==> src/pkg/mmc_cfg.svh <==
// memory controller constants: field positions, codes, reset values
`ifndef MMC_CFG_SVH
`define MMC_CFG_SVH
`define MMC_CFG_ENH_BIT 0
`define MMC_CFG_DRAM_BIT 1
`define MMC_CFG_MS_LSB 2
`define MMC_MS_1M_ONE 3'h1
`define MMC_MS_1M_TWO 3'h2
`define MMC_MS_2M_ONE 3'h3
`define MMC_MS_2M_TWO 3'h4
`define MMC_MS_8M_ONE 3'h5
`define MMC_MS_8M_TWO 3'h6
`define MMC_B1_512K_ONE 2'h0
`define MMC_B1_512K_TWO 2'h1
`define MMC_B1_2M_ONE 2'h2
`define MMC_B1_2M_TWO 2'h3
`define MMC_WS_FAST 2'h0
`define MMC_WS_ZERO 2'h0
`define MMC_WS_ONE 2'h1
`define MMC_WS_TWO 2'h2
`define MMC_CS_IDLE 4'hf
`define MMC_RAS_IDLE 2'h3
`define MMC_CFG_RST 12'h000
`endif

==> src/pkg/mmc_pkg.sv <==
// memory controller types: configuration, request, translation, states
package mmc_pkg;
  typedef struct packed {
    logic sram_sel;
    logic ws_ext;
    logic asym;
    logic [1:0] b1;
    logic ver_2m;
    logic [5:0] mem_cfg;
  } mmc_cfg_t;
  typedef struct packed {
    logic valid;
    logic write;
    logic [23:1] addr;
    logic [1:0] be;
  } mmc_req_t;
  typedef struct packed {
    logic [11:0] row;
    logic [11:0] col;
    logic bank;
  } mmc_xlat_t;
  typedef enum logic [4:0] {
    ST_IDLE = 5'h01,
    ST_RAS = 5'h02,
    ST_CAS = 5'h04,
    ST_SRAM = 5'h08,
    ST_DONE = 5'h10
  } mmc_state_t;
endpackage

==> src/verilog/mmc_xlat.sv <==
// dram row/column address translator with registered result
`timescale 1ns/1ps
`default_nettype none
`include "mmc_cfg.svh"
module mmc_xlat
  import mmc_pkg::*;
(
  input wire logic clk,
  input wire logic rst,
  input wire logic load,
  input var mmc_cfg_t cfg,
  input wire logic [23:1] addr,
  output var mmc_xlat_t xlat_r,
  output logic forced_enh
);
  logic enh;
  // two-bank 1M x 16 has no page mode, so it always runs enhanced
  assign forced_enh = cfg.asym && cfg.b1 == `MMC_B1_2M_TWO && !cfg.mem_cfg[`MMC_CFG_ENH_BIT];
  assign enh = cfg.mem_cfg[`MMC_CFG_ENH_BIT] || forced_enh;

  function automatic mmc_xlat_t xlate(input logic e, input logic as, input logic [1:0] b1, input logic [2:0] ms,
                                      input logic [23:0] a);
    mmc_xlat_t x;
    x.row = {2'h0, a[19:10]};
    x.col = {3'h0, a[9:1]};
    x.bank = 1'b0;
    if (as)
    begin
      // asymmetric parts: row and column widths differ
      x.row = {3'h0, a[18:10]};
      if (e && b1 == `MMC_B1_512K_TWO)
      begin
        x.row = {3'h0, a[18:11], a[19]};
        x.bank = a[10];
      end
      else if (b1 == `MMC_B1_512K_TWO)
        x.bank = a[19];
      else if (b1 == `MMC_B1_2M_ONE || b1 == `MMC_B1_2M_TWO)
      begin
        x.row = {a[20], (e ? a[21] : a[9]), a[19:10]};
        x.col = {4'h0, a[8:1]};
        x.bank = e ? a[9] : 1'b0;
      end
    end
    else if (e && ms == `MMC_MS_1M_TWO)
    begin
      x.row = {2'h0, a[19:11], a[20]};
      x.bank = a[10];
    end
    else if (e && ms == `MMC_MS_2M_TWO)
    begin
      x.row = {2'h0, a[19:12], a[21], a[20]};
      x.col = {2'h0, a[10:1]};
      x.bank = a[11];
    end
    else if (e && ms == `MMC_MS_8M_TWO)
    begin
      x.row = {1'b0, a[22], a[19:13], a[23], a[21], a[20]};
      x.col = {1'b0, a[11:1]};
      x.bank = a[12];
    end
    else
    begin
      case (ms)
        `MMC_MS_1M_TWO: x.bank = a[20];
        `MMC_MS_2M_ONE, `MMC_MS_2M_TWO:
        begin
          x.row = {2'h0, a[19:11], a[20]};
          x.col = {2'h0, a[10:1]};
          x.bank = (ms == `MMC_MS_2M_TWO) ? a[21] : 1'b0;
        end
        `MMC_MS_8M_ONE, `MMC_MS_8M_TWO:
        begin
          x.row = {1'b0, a[22], a[19:12], a[21], a[20]};
          x.col = {1'b0, a[11:1]};
          x.bank = (ms == `MMC_MS_8M_TWO) ? a[23] : 1'b0;
        end
        default: x.bank = 1'b0;
      endcase
    end
    return x;
  endfunction

  // per-configuration mux of row and column bits
  always_ff @(posedge clk)
  begin
    if (rst)
      xlat_r <= '0;
    else if (load)
      xlat_r <= xlate(enh, cfg.asym, cfg.b1, cfg.mem_cfg[`MMC_CFG_MS_LSB +: 3], {addr, 1'b0});
  end

  AST_ENH_TWO_BANK_ASYM: assert property (@(posedge clk) disable iff (rst)
    (load && cfg.asym && cfg.b1 == `MMC_B1_2M_TWO) |=> (xlat_r.row[10] == $past(addr[21]) && xlat_r.bank == $past(addr[9])))
    else $error("two-bank 1M x 16 not translated in enhanced page mode");
  AST_ENH_ROW_LSB: assert property (@(posedge clk) disable iff (rst)
    (load && !cfg.asym && cfg.mem_cfg[`MMC_CFG_ENH_BIT] && cfg.mem_cfg[4:2] == `MMC_MS_8M_TWO)
    |=> (xlat_r.row[2] == $past(addr[23]) && xlat_r.bank == $past(addr[12])))
    else $error("enhanced 16M row mux wrong");
endmodule
`default_nettype wire

==> src/verilog/mmc_ctrl.sv <==
// main memory controller: dram row/column cycles and sram selects
// Operation
// - no page mode for two-bank 1Mx16
// - enable bit set selects enhanced address mux
// - dram bit required; sram reuses bits as waits
// - asymmetric row/column widths for 512Kx8, 1Mx16
// - sram up to 16M, two 16-bit banks
// - sram select reuses column strobes as selects
// - selects map bank0 low/high, bank1 low/high
// - sram drives word address and write strobe
// - size bits set sram size and split
// - sram wait states follow two config bits
// - reset defaults to dram interface
// - muxed dram address shares upper address pins
`timescale 1ns/1ps
`default_nettype none
`include "mmc_cfg.svh"
module mmc_ctrl
  import mmc_pkg::*;
(
  input wire logic clk,
  input wire logic rst,
  input var mmc_cfg_t cfg_in,
  input var mmc_req_t req,
  output logic req_ready,
  output logic req_done,
  output logic [23:1] system_word_address,
  output logic [11:0] muxed_dram_address,
  output logic [3:0] col_strobe_n,
  output logic [1:0] row_strobe_n,
  output logic memory_write_strobe_n,
  output logic sram_mode,
  output logic dram_cfg_bad,
  output logic page_mode_forced
);
  mmc_state_t st_r, st_nxt;
  mmc_cfg_t cfg_r;
  mmc_req_t req_r;
  mmc_xlat_t xl;
  logic [1:0] cnt_r;
  logic [1:0] ws_rd, ws_wr;
  logic accept;
  logic sram_bank;
  logic sram_in_range;
  logic [23:1] sa_r, sa_nxt;
  logic [11:0] ma_r, ma_nxt;
  logic [3:0] cs_r, cs_nxt;
  logic [1:0] ras_r, ras_nxt;
  logic we_r, we_nxt;

  // wait states from config bits 1:0, the extended-wait bit and the access direction
  function automatic logic [1:0] sram_waits(input logic [1:0] sel, input logic ext, input logic wr);
    logic [1:0] w;
    w = ext ? `MMC_WS_TWO : `MMC_WS_ONE;
    if (sel == `MMC_WS_FAST)
      w = wr ? `MMC_WS_ONE : `MMC_WS_ZERO;
    return w;
  endfunction

  // ma bit i lands on sa(23-i) for i<10, ma10 on sa13, ma11 on sa12
  function automatic logic [23:12] pin_share(input logic [11:0] ma);
    logic [23:12] s;
    for (int i = 0; i < 10; i++)
      s[23 - i] = ma[i];
    s[13] = ma[10];
    s[12] = ma[11];
    return s;
  endfunction

  assign ws_rd = sram_waits(cfg_r.mem_cfg[1:0], cfg_r.ws_ext, 1'b0);
  assign ws_wr = sram_waits(cfg_r.mem_cfg[1:0], cfg_r.ws_ext, 1'b1);
  assign req_ready = (st_r == ST_IDLE);
  assign accept = req_ready && req.valid;
  assign req_done = (st_r == ST_DONE);
  assign sram_mode = cfg_r.sram_sel;
  // bit 1 clear outside sram means dram cannot run
  assign dram_cfg_bad = !cfg_r.sram_sel && !cfg_r.mem_cfg[`MMC_CFG_DRAM_BIT];

  mmc_xlat u_xlat (
    .clk(clk),
    .rst(rst),
    .load(accept),
    .cfg(cfg_r),
    .addr(req.addr),
    .xlat_r(xl),
    .forced_enh(page_mode_forced)
  );

  // config is only taken between accesses so a cycle never changes mode midway
  always_ff @(posedge clk)
  begin
    if (rst)
      cfg_r <= `MMC_CFG_RST;
    else if (st_r == ST_IDLE && !req.valid)
      cfg_r <= cfg_in;
  end

  always_ff @(posedge clk)
  begin
    if (rst)
      req_r <= '0;
    else if (accept)
      req_r <= req;
  end

  always_comb
  begin
    st_nxt = st_r;
    case (st_r)
      ST_IDLE:
        if (accept)
          st_nxt = cfg_r.sram_sel ? ST_SRAM : ST_RAS;
      ST_RAS: st_nxt = ST_CAS;
      ST_CAS: st_nxt = ST_DONE;
      ST_SRAM:
        if (cnt_r == 2'h0)
          st_nxt = ST_DONE;
      ST_DONE: st_nxt = ST_IDLE;
      default: st_nxt = ST_IDLE;
    endcase
  end

  always_ff @(posedge clk)
  begin
    if (rst)
      st_r <= ST_IDLE;
    else
      st_r <= st_nxt;
  end

  always_ff @(posedge clk)
  begin
    if (rst)
      cnt_r <= 2'h0;
    else if (accept)
      cnt_r <= req.write ? ws_wr : ws_rd;
    else if (st_r == ST_SRAM && cnt_r != 2'h0)
      cnt_r <= cnt_r - 2'h1;
  end

  // sram bank split follows the size bits; two-bank codes pick bank 1 high up
  always_comb
  begin
    sram_bank = 1'b0;
    sram_in_range = 1'b1;
    case (cfg_r.mem_cfg[`MMC_CFG_MS_LSB +: 3])
      `MMC_MS_1M_ONE: sram_in_range = (req_r.addr[23:20] == 4'h0);
      `MMC_MS_1M_TWO:
      begin
        sram_bank = req_r.addr[20];
        sram_in_range = (req_r.addr[23:21] == 3'h0);
      end
      `MMC_MS_2M_ONE: sram_in_range = (req_r.addr[23:21] == 3'h0);
      `MMC_MS_2M_TWO:
      begin
        sram_bank = req_r.addr[21];
        sram_in_range = (req_r.addr[23:22] == 2'h0);
      end
      `MMC_MS_8M_ONE: sram_in_range = !req_r.addr[23];
      `MMC_MS_8M_TWO: sram_bank = req_r.addr[23];
      default: sram_in_range = 1'b0;
    endcase
  end

  // pin values for the next cycle; pins lag the state by one clock
  always_comb
  begin
    sa_nxt = sa_r;
    ma_nxt = ma_r;
    cs_nxt = `MMC_CS_IDLE;
    ras_nxt = `MMC_RAS_IDLE;
    we_nxt = 1'b1;
    case (st_r)
      ST_RAS:
      begin
        ma_nxt = xl.row;
        ras_nxt[xl.bank] = 1'b0;
      end
      ST_CAS:
      begin
        ma_nxt = xl.col;
        ras_nxt[xl.bank] = 1'b0;
        cs_nxt = xl.bank ? {~req_r.be, 2'h3} : {2'h3, ~req_r.be};
        we_nxt = !req_r.write;
      end
      ST_SRAM:
      begin
        sa_nxt = req_r.addr;
        if (sram_in_range)
          cs_nxt = sram_bank ? {~req_r.be, 2'h3} : {2'h3, ~req_r.be};
        we_nxt = !req_r.write;
      end
      ST_IDLE, ST_DONE: we_nxt = 1'b1;
      default: we_nxt = 1'b1;
    endcase
    if (st_r == ST_RAS || st_r == ST_CAS)
      sa_nxt = {pin_share(ma_nxt), sa_r[11:1]};
  end

  always_ff @(posedge clk)
  begin
    if (rst)
    begin
      sa_r <= '0;
      ma_r <= '0;
      cs_r <= `MMC_CS_IDLE;
      ras_r <= `MMC_RAS_IDLE;
      we_r <= 1'b1;
    end
    else
    begin
      sa_r <= sa_nxt;
      ma_r <= ma_nxt;
      cs_r <= cs_nxt;
      ras_r <= ras_nxt;
      we_r <= we_nxt;
    end
  end

  assign system_word_address = sa_r;
  assign muxed_dram_address = ma_r;
  // same four pins: column strobes in dram mode, byte selects in sram mode
  assign col_strobe_n = cs_r;
  assign row_strobe_n = ras_r;
  assign memory_write_strobe_n = we_r;

  AST_RESET_DRAM: assert property (@(posedge clk) $past(rst) |-> !sram_mode)
    else $error("sram mode active right after reset");
  AST_SRAM_NO_RAS: assert property (@(posedge clk) disable iff (rst)
    (st_r == ST_SRAM) |=> (row_strobe_n == `MMC_RAS_IDLE))
    else $error("row strobe during sram access");
  AST_CS_MAP: assert property (@(posedge clk) disable iff (rst)
    (st_r == ST_SRAM && sram_in_range && sram_bank && req_r.be == 2'h2)
    |=> (col_strobe_n == 4'h7))
    else $error("sram select mapping wrong");
  AST_WS_READ_ZERO: assert property (@(posedge clk) disable iff (rst)
    (accept && cfg_r.sram_sel && !req.write && cfg_r.mem_cfg[1:0] == 2'h0)
    |=> !req_done ##1 req_done)
    else $error("zero-wait sram read timing wrong");
  AST_WS_WRITE_ONE: assert property (@(posedge clk) disable iff (rst)
    (accept && cfg_r.sram_sel && req.write && cfg_r.mem_cfg[1:0] == 2'h0)
    |=> !req_done [*2] ##1 req_done)
    else $error("one-wait sram write timing wrong");
  AST_WS_TWO: assert property (@(posedge clk) disable iff (rst)
    (accept && cfg_r.sram_sel && cfg_r.ws_ext && cfg_r.mem_cfg[1:0] == 2'h1)
    |=> !req_done [*3] ##1 req_done)
    else $error("two-wait sram timing wrong");
  AST_WE_WRITE_ONLY: assert property (@(posedge clk) disable iff (rst)
    !memory_write_strobe_n |-> $past(req_r.write) && $past(st_r == ST_SRAM || st_r == ST_CAS))
    else $error("write strobe outside a write cycle");
  AST_PIN_SHARE: assert property (@(posedge clk) disable iff (rst)
    (st_r == ST_CAS) |-> (system_word_address[12] == muxed_dram_address[11]
    && system_word_address[23] == muxed_dram_address[0]))
    else $error("dram address not on shared pins");
endmodule
`default_nettype wire

==> config.mk <==
export PLATFORM = sky130hd
export DESIGN_NAME = mmc_ctrl
export DESIGN_NICKNAME = d
export VERILOG_FILES = /design/src/pkg/mmc_pkg.sv /design/src/verilog/mmc_xlat.sv /design/src/verilog/mmc_ctrl.sv
export VERILOG_INCLUDE_DIRS = /design/src /design/src/pkg
export SDC_FILE = /design/constraint.sdc
export NUM_CORES = 1
export LEC_CHECK = 0
export BUFFER_PORTS_ARGS = -buffer_cell sky130_fd_sc_hd__clkbuf_2
export CORE_ASPECT_RATIO = 0.75
export CORE_MARGIN = 4
export CORE_UTILIZATION = 40
export CTS_BUF_LIST = sky130_fd_sc_hd__clkbuf_16
export DETAILED_ROUTE_END_ITERATION = 12
export PLACE_DENSITY_LB_ADDON = 0.05
export SYNTH_ARGS = -nofsm -noshare
export SYNTH_HDL_FRONTEND = slang
export SYNTH_SLANG_ARGS = --single-unit
==> constraint.sdc <==
create_clock -name clk -period 2.4 [get_ports clk]
set_input_delay 0.36 -clock clk [delete_from_list [all_inputs] [get_ports clk]]
set_output_delay 0.36 -clock clk [all_outputs]
set_load 0.03 [all_outputs]
== Yosys cells after proc, flatten, opt, wreduce, memory -nomap -nowiden ==
Cells that the tools add are included.

* Bits in registers: 110
* Bits in latches: 0
* Bits in writable memories: 0
* Bits in read-only memories: 0
* Bits of input ports: 41
* Output and inout port bits: 47
* Word-level logic and storage cells: 119
* Memories kept: 0

* $add $sub $neg: 1
* Multiply operators: 0
* Divide/modulo/power cells: 0
* Order comparisons: 2
* Eq/ne operators: 16
* Shift operators: 0
* Mux-type cells: 39
* Bitwise operators: 5
* Reduce and logical (&&, ||, !) cells: 37

{| class="wikitable"
|+ Operators by type and width
! cell !! number
|-
| $mux 25 || 3
|-
| $mux 12 || 4
|-
| $mux 24 || 2
|-
| $mux 23 || 2
|-
| $pmux 23 s2 || 1
|-
| $pmux 12 s2 || 1
|-
| $pmux 5 s4 || 1
|-
| $mux 4 || 4
|-
| $reduce_or 2->1 || 7
|-
| $mux 2 || 6
|-
| $logic_and 1x1->1 || 11
|-
| $mux 5 || 2
|-
| $eq 3x3->1 const B || 3
|-
| $mux 1 || 8
|-
| $pmux 4 s2 || 1
|-
| $eq 3x2->1 const B || 2
|-
| $logic_not 1->1 || 6
|-
| $logic_not 2->1 || 3
|-
| $pmux 1 s3 || 2
|-
| $reduce_bool 2->1 || 3
|-
| $eq 5x1->1 const B || 1
|-
| $eq 5x2->1 const B || 1
|-
| $eq 5x3->1 const B || 1
|-
| $eq 5x4->1 const B || 1
|-
| other kinds (17) || 24
|}

== Logic depth before layout (Yosys ltp) ==
* Depth after elaboration: 9
* Mapped depth: 7
* Gate-level depth less buffers: 6

== Cells and area by module ==
A second synthesis with hierarchy kept.

* Cell total of the unflattened synthesis: 534
* Area total of the unflattened synthesis: 4606.9 sq um

{| class="wikitable"
|+ Modules (own cells, without submodules)
! module !! times used !! cells an instance !! area an instance (sq um) !! sequential area each (sq um)
|-
| mmc_ctrl || 1 || 393 || 3354.5 || 1741.7
|-
| mmc_xlat || 1 || 141 || 1252.5 || 480.5
|}

== Worst setup path before layout ==
OpenSTA, ideal clock, no wires.

* Path type: register to output
* Start: register cfg_r[9] (netlist bit)
* End: output page_mode_forced
* Data arrival time: 1.474 ns
* Slack: 0.566 ns
* Cell stages (with the launch flop): 4
* Path buffers: 1
* Path through: dfxtp_1 clkbuf_1 nand2_1 nor3b_1

* Word-level cells in the longest chain between the ends: 2

{| class="wikitable"
|+ Ends and longest elaborated chain
! element !! RTL line !! RTL
|-
| start: declaration || mmc_ctrl.sv:37 || <nowiki>mmc_cfg_t cfg_r;</nowiki>
|-
| start signal: assignment || mmc_ctrl.sv:93 || <nowiki>cfg_r <= `MMC_CFG_RST;</nowiki>
|-
| start signal: assignment || mmc_ctrl.sv:95 || <nowiki>cfg_r <= cfg_in;</nowiki>
|-
| $logic_and 1x1->1 (no line) || n/a ||
|-
| $logic_and 1x1->1 || mmc_xlat.sv:18 || <nowiki>assign forced_enh = cfg.asym && cfg.b1 == `MMC_B1_2M_TWO && !cfg.mem_cfg[`MMC_CFG_ENH_BIT];</nowiki>
|-
| end: declaration || mmc_ctrl.sv:34 || <nowiki>output logic page_mode_forced</nowiki>
|}

Every way passes these cells.

== Worst setup path in the final report ==
* Start: register st_r[3]
* End: output req_ready

* Word-level cells in the longest chain between the ends: 1

{| class="wikitable"
|+ Ends and longest elaborated chain
! element !! RTL line !! RTL
|-
| start: declaration || mmc_ctrl.sv:36 || <nowiki>mmc_state_t st_r, st_nxt;</nowiki>
|-
| start signal: assignment || mmc_ctrl.sv:128 || <nowiki>st_r <= st_nxt;</nowiki>
|-
| $eq 5x1->1 || mmc_ctrl.sv:72 || <nowiki>assign req_ready = (st_r == ST_IDLE);</nowiki>
|-
| end: declaration || mmc_ctrl.sv:25 || <nowiki>output logic req_ready,</nowiki>
|}

Every way passes these cells.

==> out/qor.txt <==
Clk pwr share = 0.408
Stages on worst setup path = 4
Detail Placement HPWL = 7.62 mm
Max Clock Freq = 515 MHz
Post-synth top cells = nand2_1, dfxtp_1, a21oi_1
EDFF count, synth = 0
Buffers plus inverters on the worst setup path = 2
Antenna cells = 0
Pin count of the biggest net entering global routing = 45
Hold Fails Final Rpt = 0
Starting Density = 0.421
Die Wd = 122 µm
Most frequent cell after synthesis = nand2_1
Synth Cell Area = 3900 µm²
Fin Clk Skew = 0.00764 ns
Chip height = 93.5 µm
Status = completed
Slew HR = 0.586
Post-synth top area cell = dfxtp_1
CTS tree = yes
Pins Over Slew Limit = 0
I/O pins = 88
Design area = 4760 µm²
Syn Area/Cell = 8.27 µm²
Synthesis-stage register bit count = 95
Finish-stage setup viols = 0
Overflow after GRT = 0
Root Buffer = clkbuf_16
Clock transition at the registers of the reported paths = 0.07 ns
Drt initial violations = 207
Synth unique cells = 46
Final Wtd Congestion = 0.845
Post-CTS setup buffers = 0
Worst path top cell family by delay = simple AND/OR/NAND/NOR gates
Top post-synthesis cells by area = dfxtp_1, nand2_1, a21oi_1
DR WL/cell = 15.8 µm
Clock tree buffer depth = 2
IO Port Bufs = 85
Post-cts gate resize count = 0
Worst skew pair latency = 0.34 ns
Overall fraction of global-route tracks in use = 0.196
Switching share of power = 0.261
Net Count, Synth = 514
Setup crit end kind = output port
Post-synth ARST share = 0
Detailed Route WL = 10.7 mm
Register-to-Register Path Depth = 6
Worst path cell trace = nor3_2 -> nand3b_1 -> inv_1 -> clkbuf_2
Total Nets Final = 587
PD cells = 780 nW/µm²
Vias = 3515
Worst path required time = 2.04 ns
Logic pwr share = 0.123
Critical Path Start Type = flip-flop
Critical path's slowest cell = dfxtp_1
Minimum clock period = 1.94 ns
Least-Margin Pin Slew = 0.620 ns
Period utilization = 0.809
Setup TNS = 0 ns
Seq/Total Area, Yosys = 0.487
Max FO, Critical Path = 7
# DRC = 0
Switching power = 967 µW
Drt pass-1 iters = 5
Synthesized instance count = 472
Die area = 11400 µm²
Unrepaired setup endpoints after global routing = no
Yosys top cell area share = 0.487
Maximum VDD drop = 0.383 mV
Share of cells above drive strength 1 = 0.227
Row cnt = 30
Maxcap violations = 0
Crit Path Category = flip-flop to output port
Final ANT Viol Nets = 0
P_int = 2740 µW
Vias in the first global route = 3275
Core area = 9270 µm²
Synth Warn # = 0
Initial antenna violation count = 0
Leakage Power = 0.00185 µW
Clk sink count = 95
Layout area overhead = 21.9%
Hold path depth = 3
CTS Buf Count = 9
Max incr delay on CP = 0.39 ns
CTS Hold Bufs = 0
Post-Place Cell Area = 4440 µm²
H-tree Lvls = 3
Crit path arrival time = 1.58 ns
Sequential Power Share = 0.469
First-pass GRT wire length = 17.4 mm
Via density = 5.18
Post-synth top flop = dfxtp_1
Fillers = 952
HP Class = input pin to flip-flop
worst min-delay path, stage by stage:
cell and delay [ns]:
clkbuf_2 0.08, nand2_1 0.04, a21oi_1 0.05
cell type report:
| cell class | instances | area [µm²] | area share |
|---|---|---|---|
| clock buffer | 9 | 225 | 0.0473 |
| inverter | 6 | 22.5 | 0.00473 |
| timing repair buffer | 97 | 528 | 0.111 |
| multi-input combinational | 336 | 1820 | 0.383 |
| tap | 128 | 160 | 0.0337 |
| clock inverter | 7 | 95.1 | 0.0200 |
| sequential | 95 | 1900 | 0.400 |
stage by stage:
step / setup slack, ns / hold slack, ns / utilization / cells / total power, µW
6_report: 0.458 / 0.235 / 0.513 / 678 / 3710
5_1_grt: 0.316 / 0.241 / 0.513 / 678 / 3880
4_1_cts: 0.446 / 0.229 / 0.513 / 678 / 3740
3_5_place_dp: 0.541 / 0.400 / 0.479 / 662 / 2230
3_3_place_gp: 0.563 / 0.398 / 0.479 / 662 / 2220
2_1_floorplan: 0.566 / 0.371 / - / 472 / 2060
cell usage in the layout (no fill, tap or decap), types with 2 or more instances in the layout:
cell type and count:
nand2_1 117, dfxtp_1 95, clkbuf_2 85, a21oi_1 65, nor2_1 21, mux2i_1 16
nand3_1 15, a22oi_1 12, a31oi_1 12, o21ai_0 11, buf_4 11, clkbuf_16 9
nand3b_1 6, inv_1 6, nor3_1 6, nor2_2 4, nor2b_1 4, a211oi_1 4
nand2b_1 3, o211ai_1 3, a21o_1 3, mux2_2 3, nor3b_1 2, nand4b_1 2
or2_2 2, nor4_1 2, a221oi_1 2, nand4_1 2, xor2_1 2, clkinv_4 2
bufinv_16 2
sequential cells by signal, indices dropped and copies added (netlist names), 4 cells and up:
name,count
cfg_r,9
col_strobe_n,4
muxed_dram_address,12
req_r,26
st_r,5
system_word_address,23
u_xlat.xlat_r,10
path summary, 6_finish.rpt:
path / startpoint / end / slack, ns
setup / recovery: st_r[3] / req_ready / 0.46
hold / removal: req[9] / req_r[9] / 0.23
setup reg to reg: st_r[3] / cfg_r[9] / 0.51
hold reg to reg: req_r[0] / col_strobe_n[2] / 0.42
cells by family (layout without fill, tap and decap cells):
| logic type | count (synthesis) | in the layout | synth area share |
|---|---|---|---|
| xor gates and xnor gates | 3 | 3 | 0.00674 |
| DFF | 95 | 95 | 0.487 |
| buffers and inverters | 41 | 119 | 0.0449 |
| and+or+nand+nor | 195 | 195 | 0.229 |
| muxes | 19 | 19 | 0.0497 |
| adders and majority gates | 1 | 1 | 0.00321 |
| AOI/OAI and AO/OA | 118 | 118 | 0.179 |
power by group through the flow:
stage          clock network [µW]  logic, µW  registers (µW)
4_1_cts                      1550        458            1740
2_1_floorplan                   0        313            1750
3_3_place_gp                    0        452            1770
6_report                     1510        457            1740
5_1_grt                      1620        510            1750
3_5_place_dp                    0        456            1770
layer usage:
layer  track usage  routed length (µm)
met5             0                   0
met3        0.0526                 760
met4        0.0476                  57
met1         0.303                5690
met2         0.268                4230
Power figures use the tool's default switching activity.
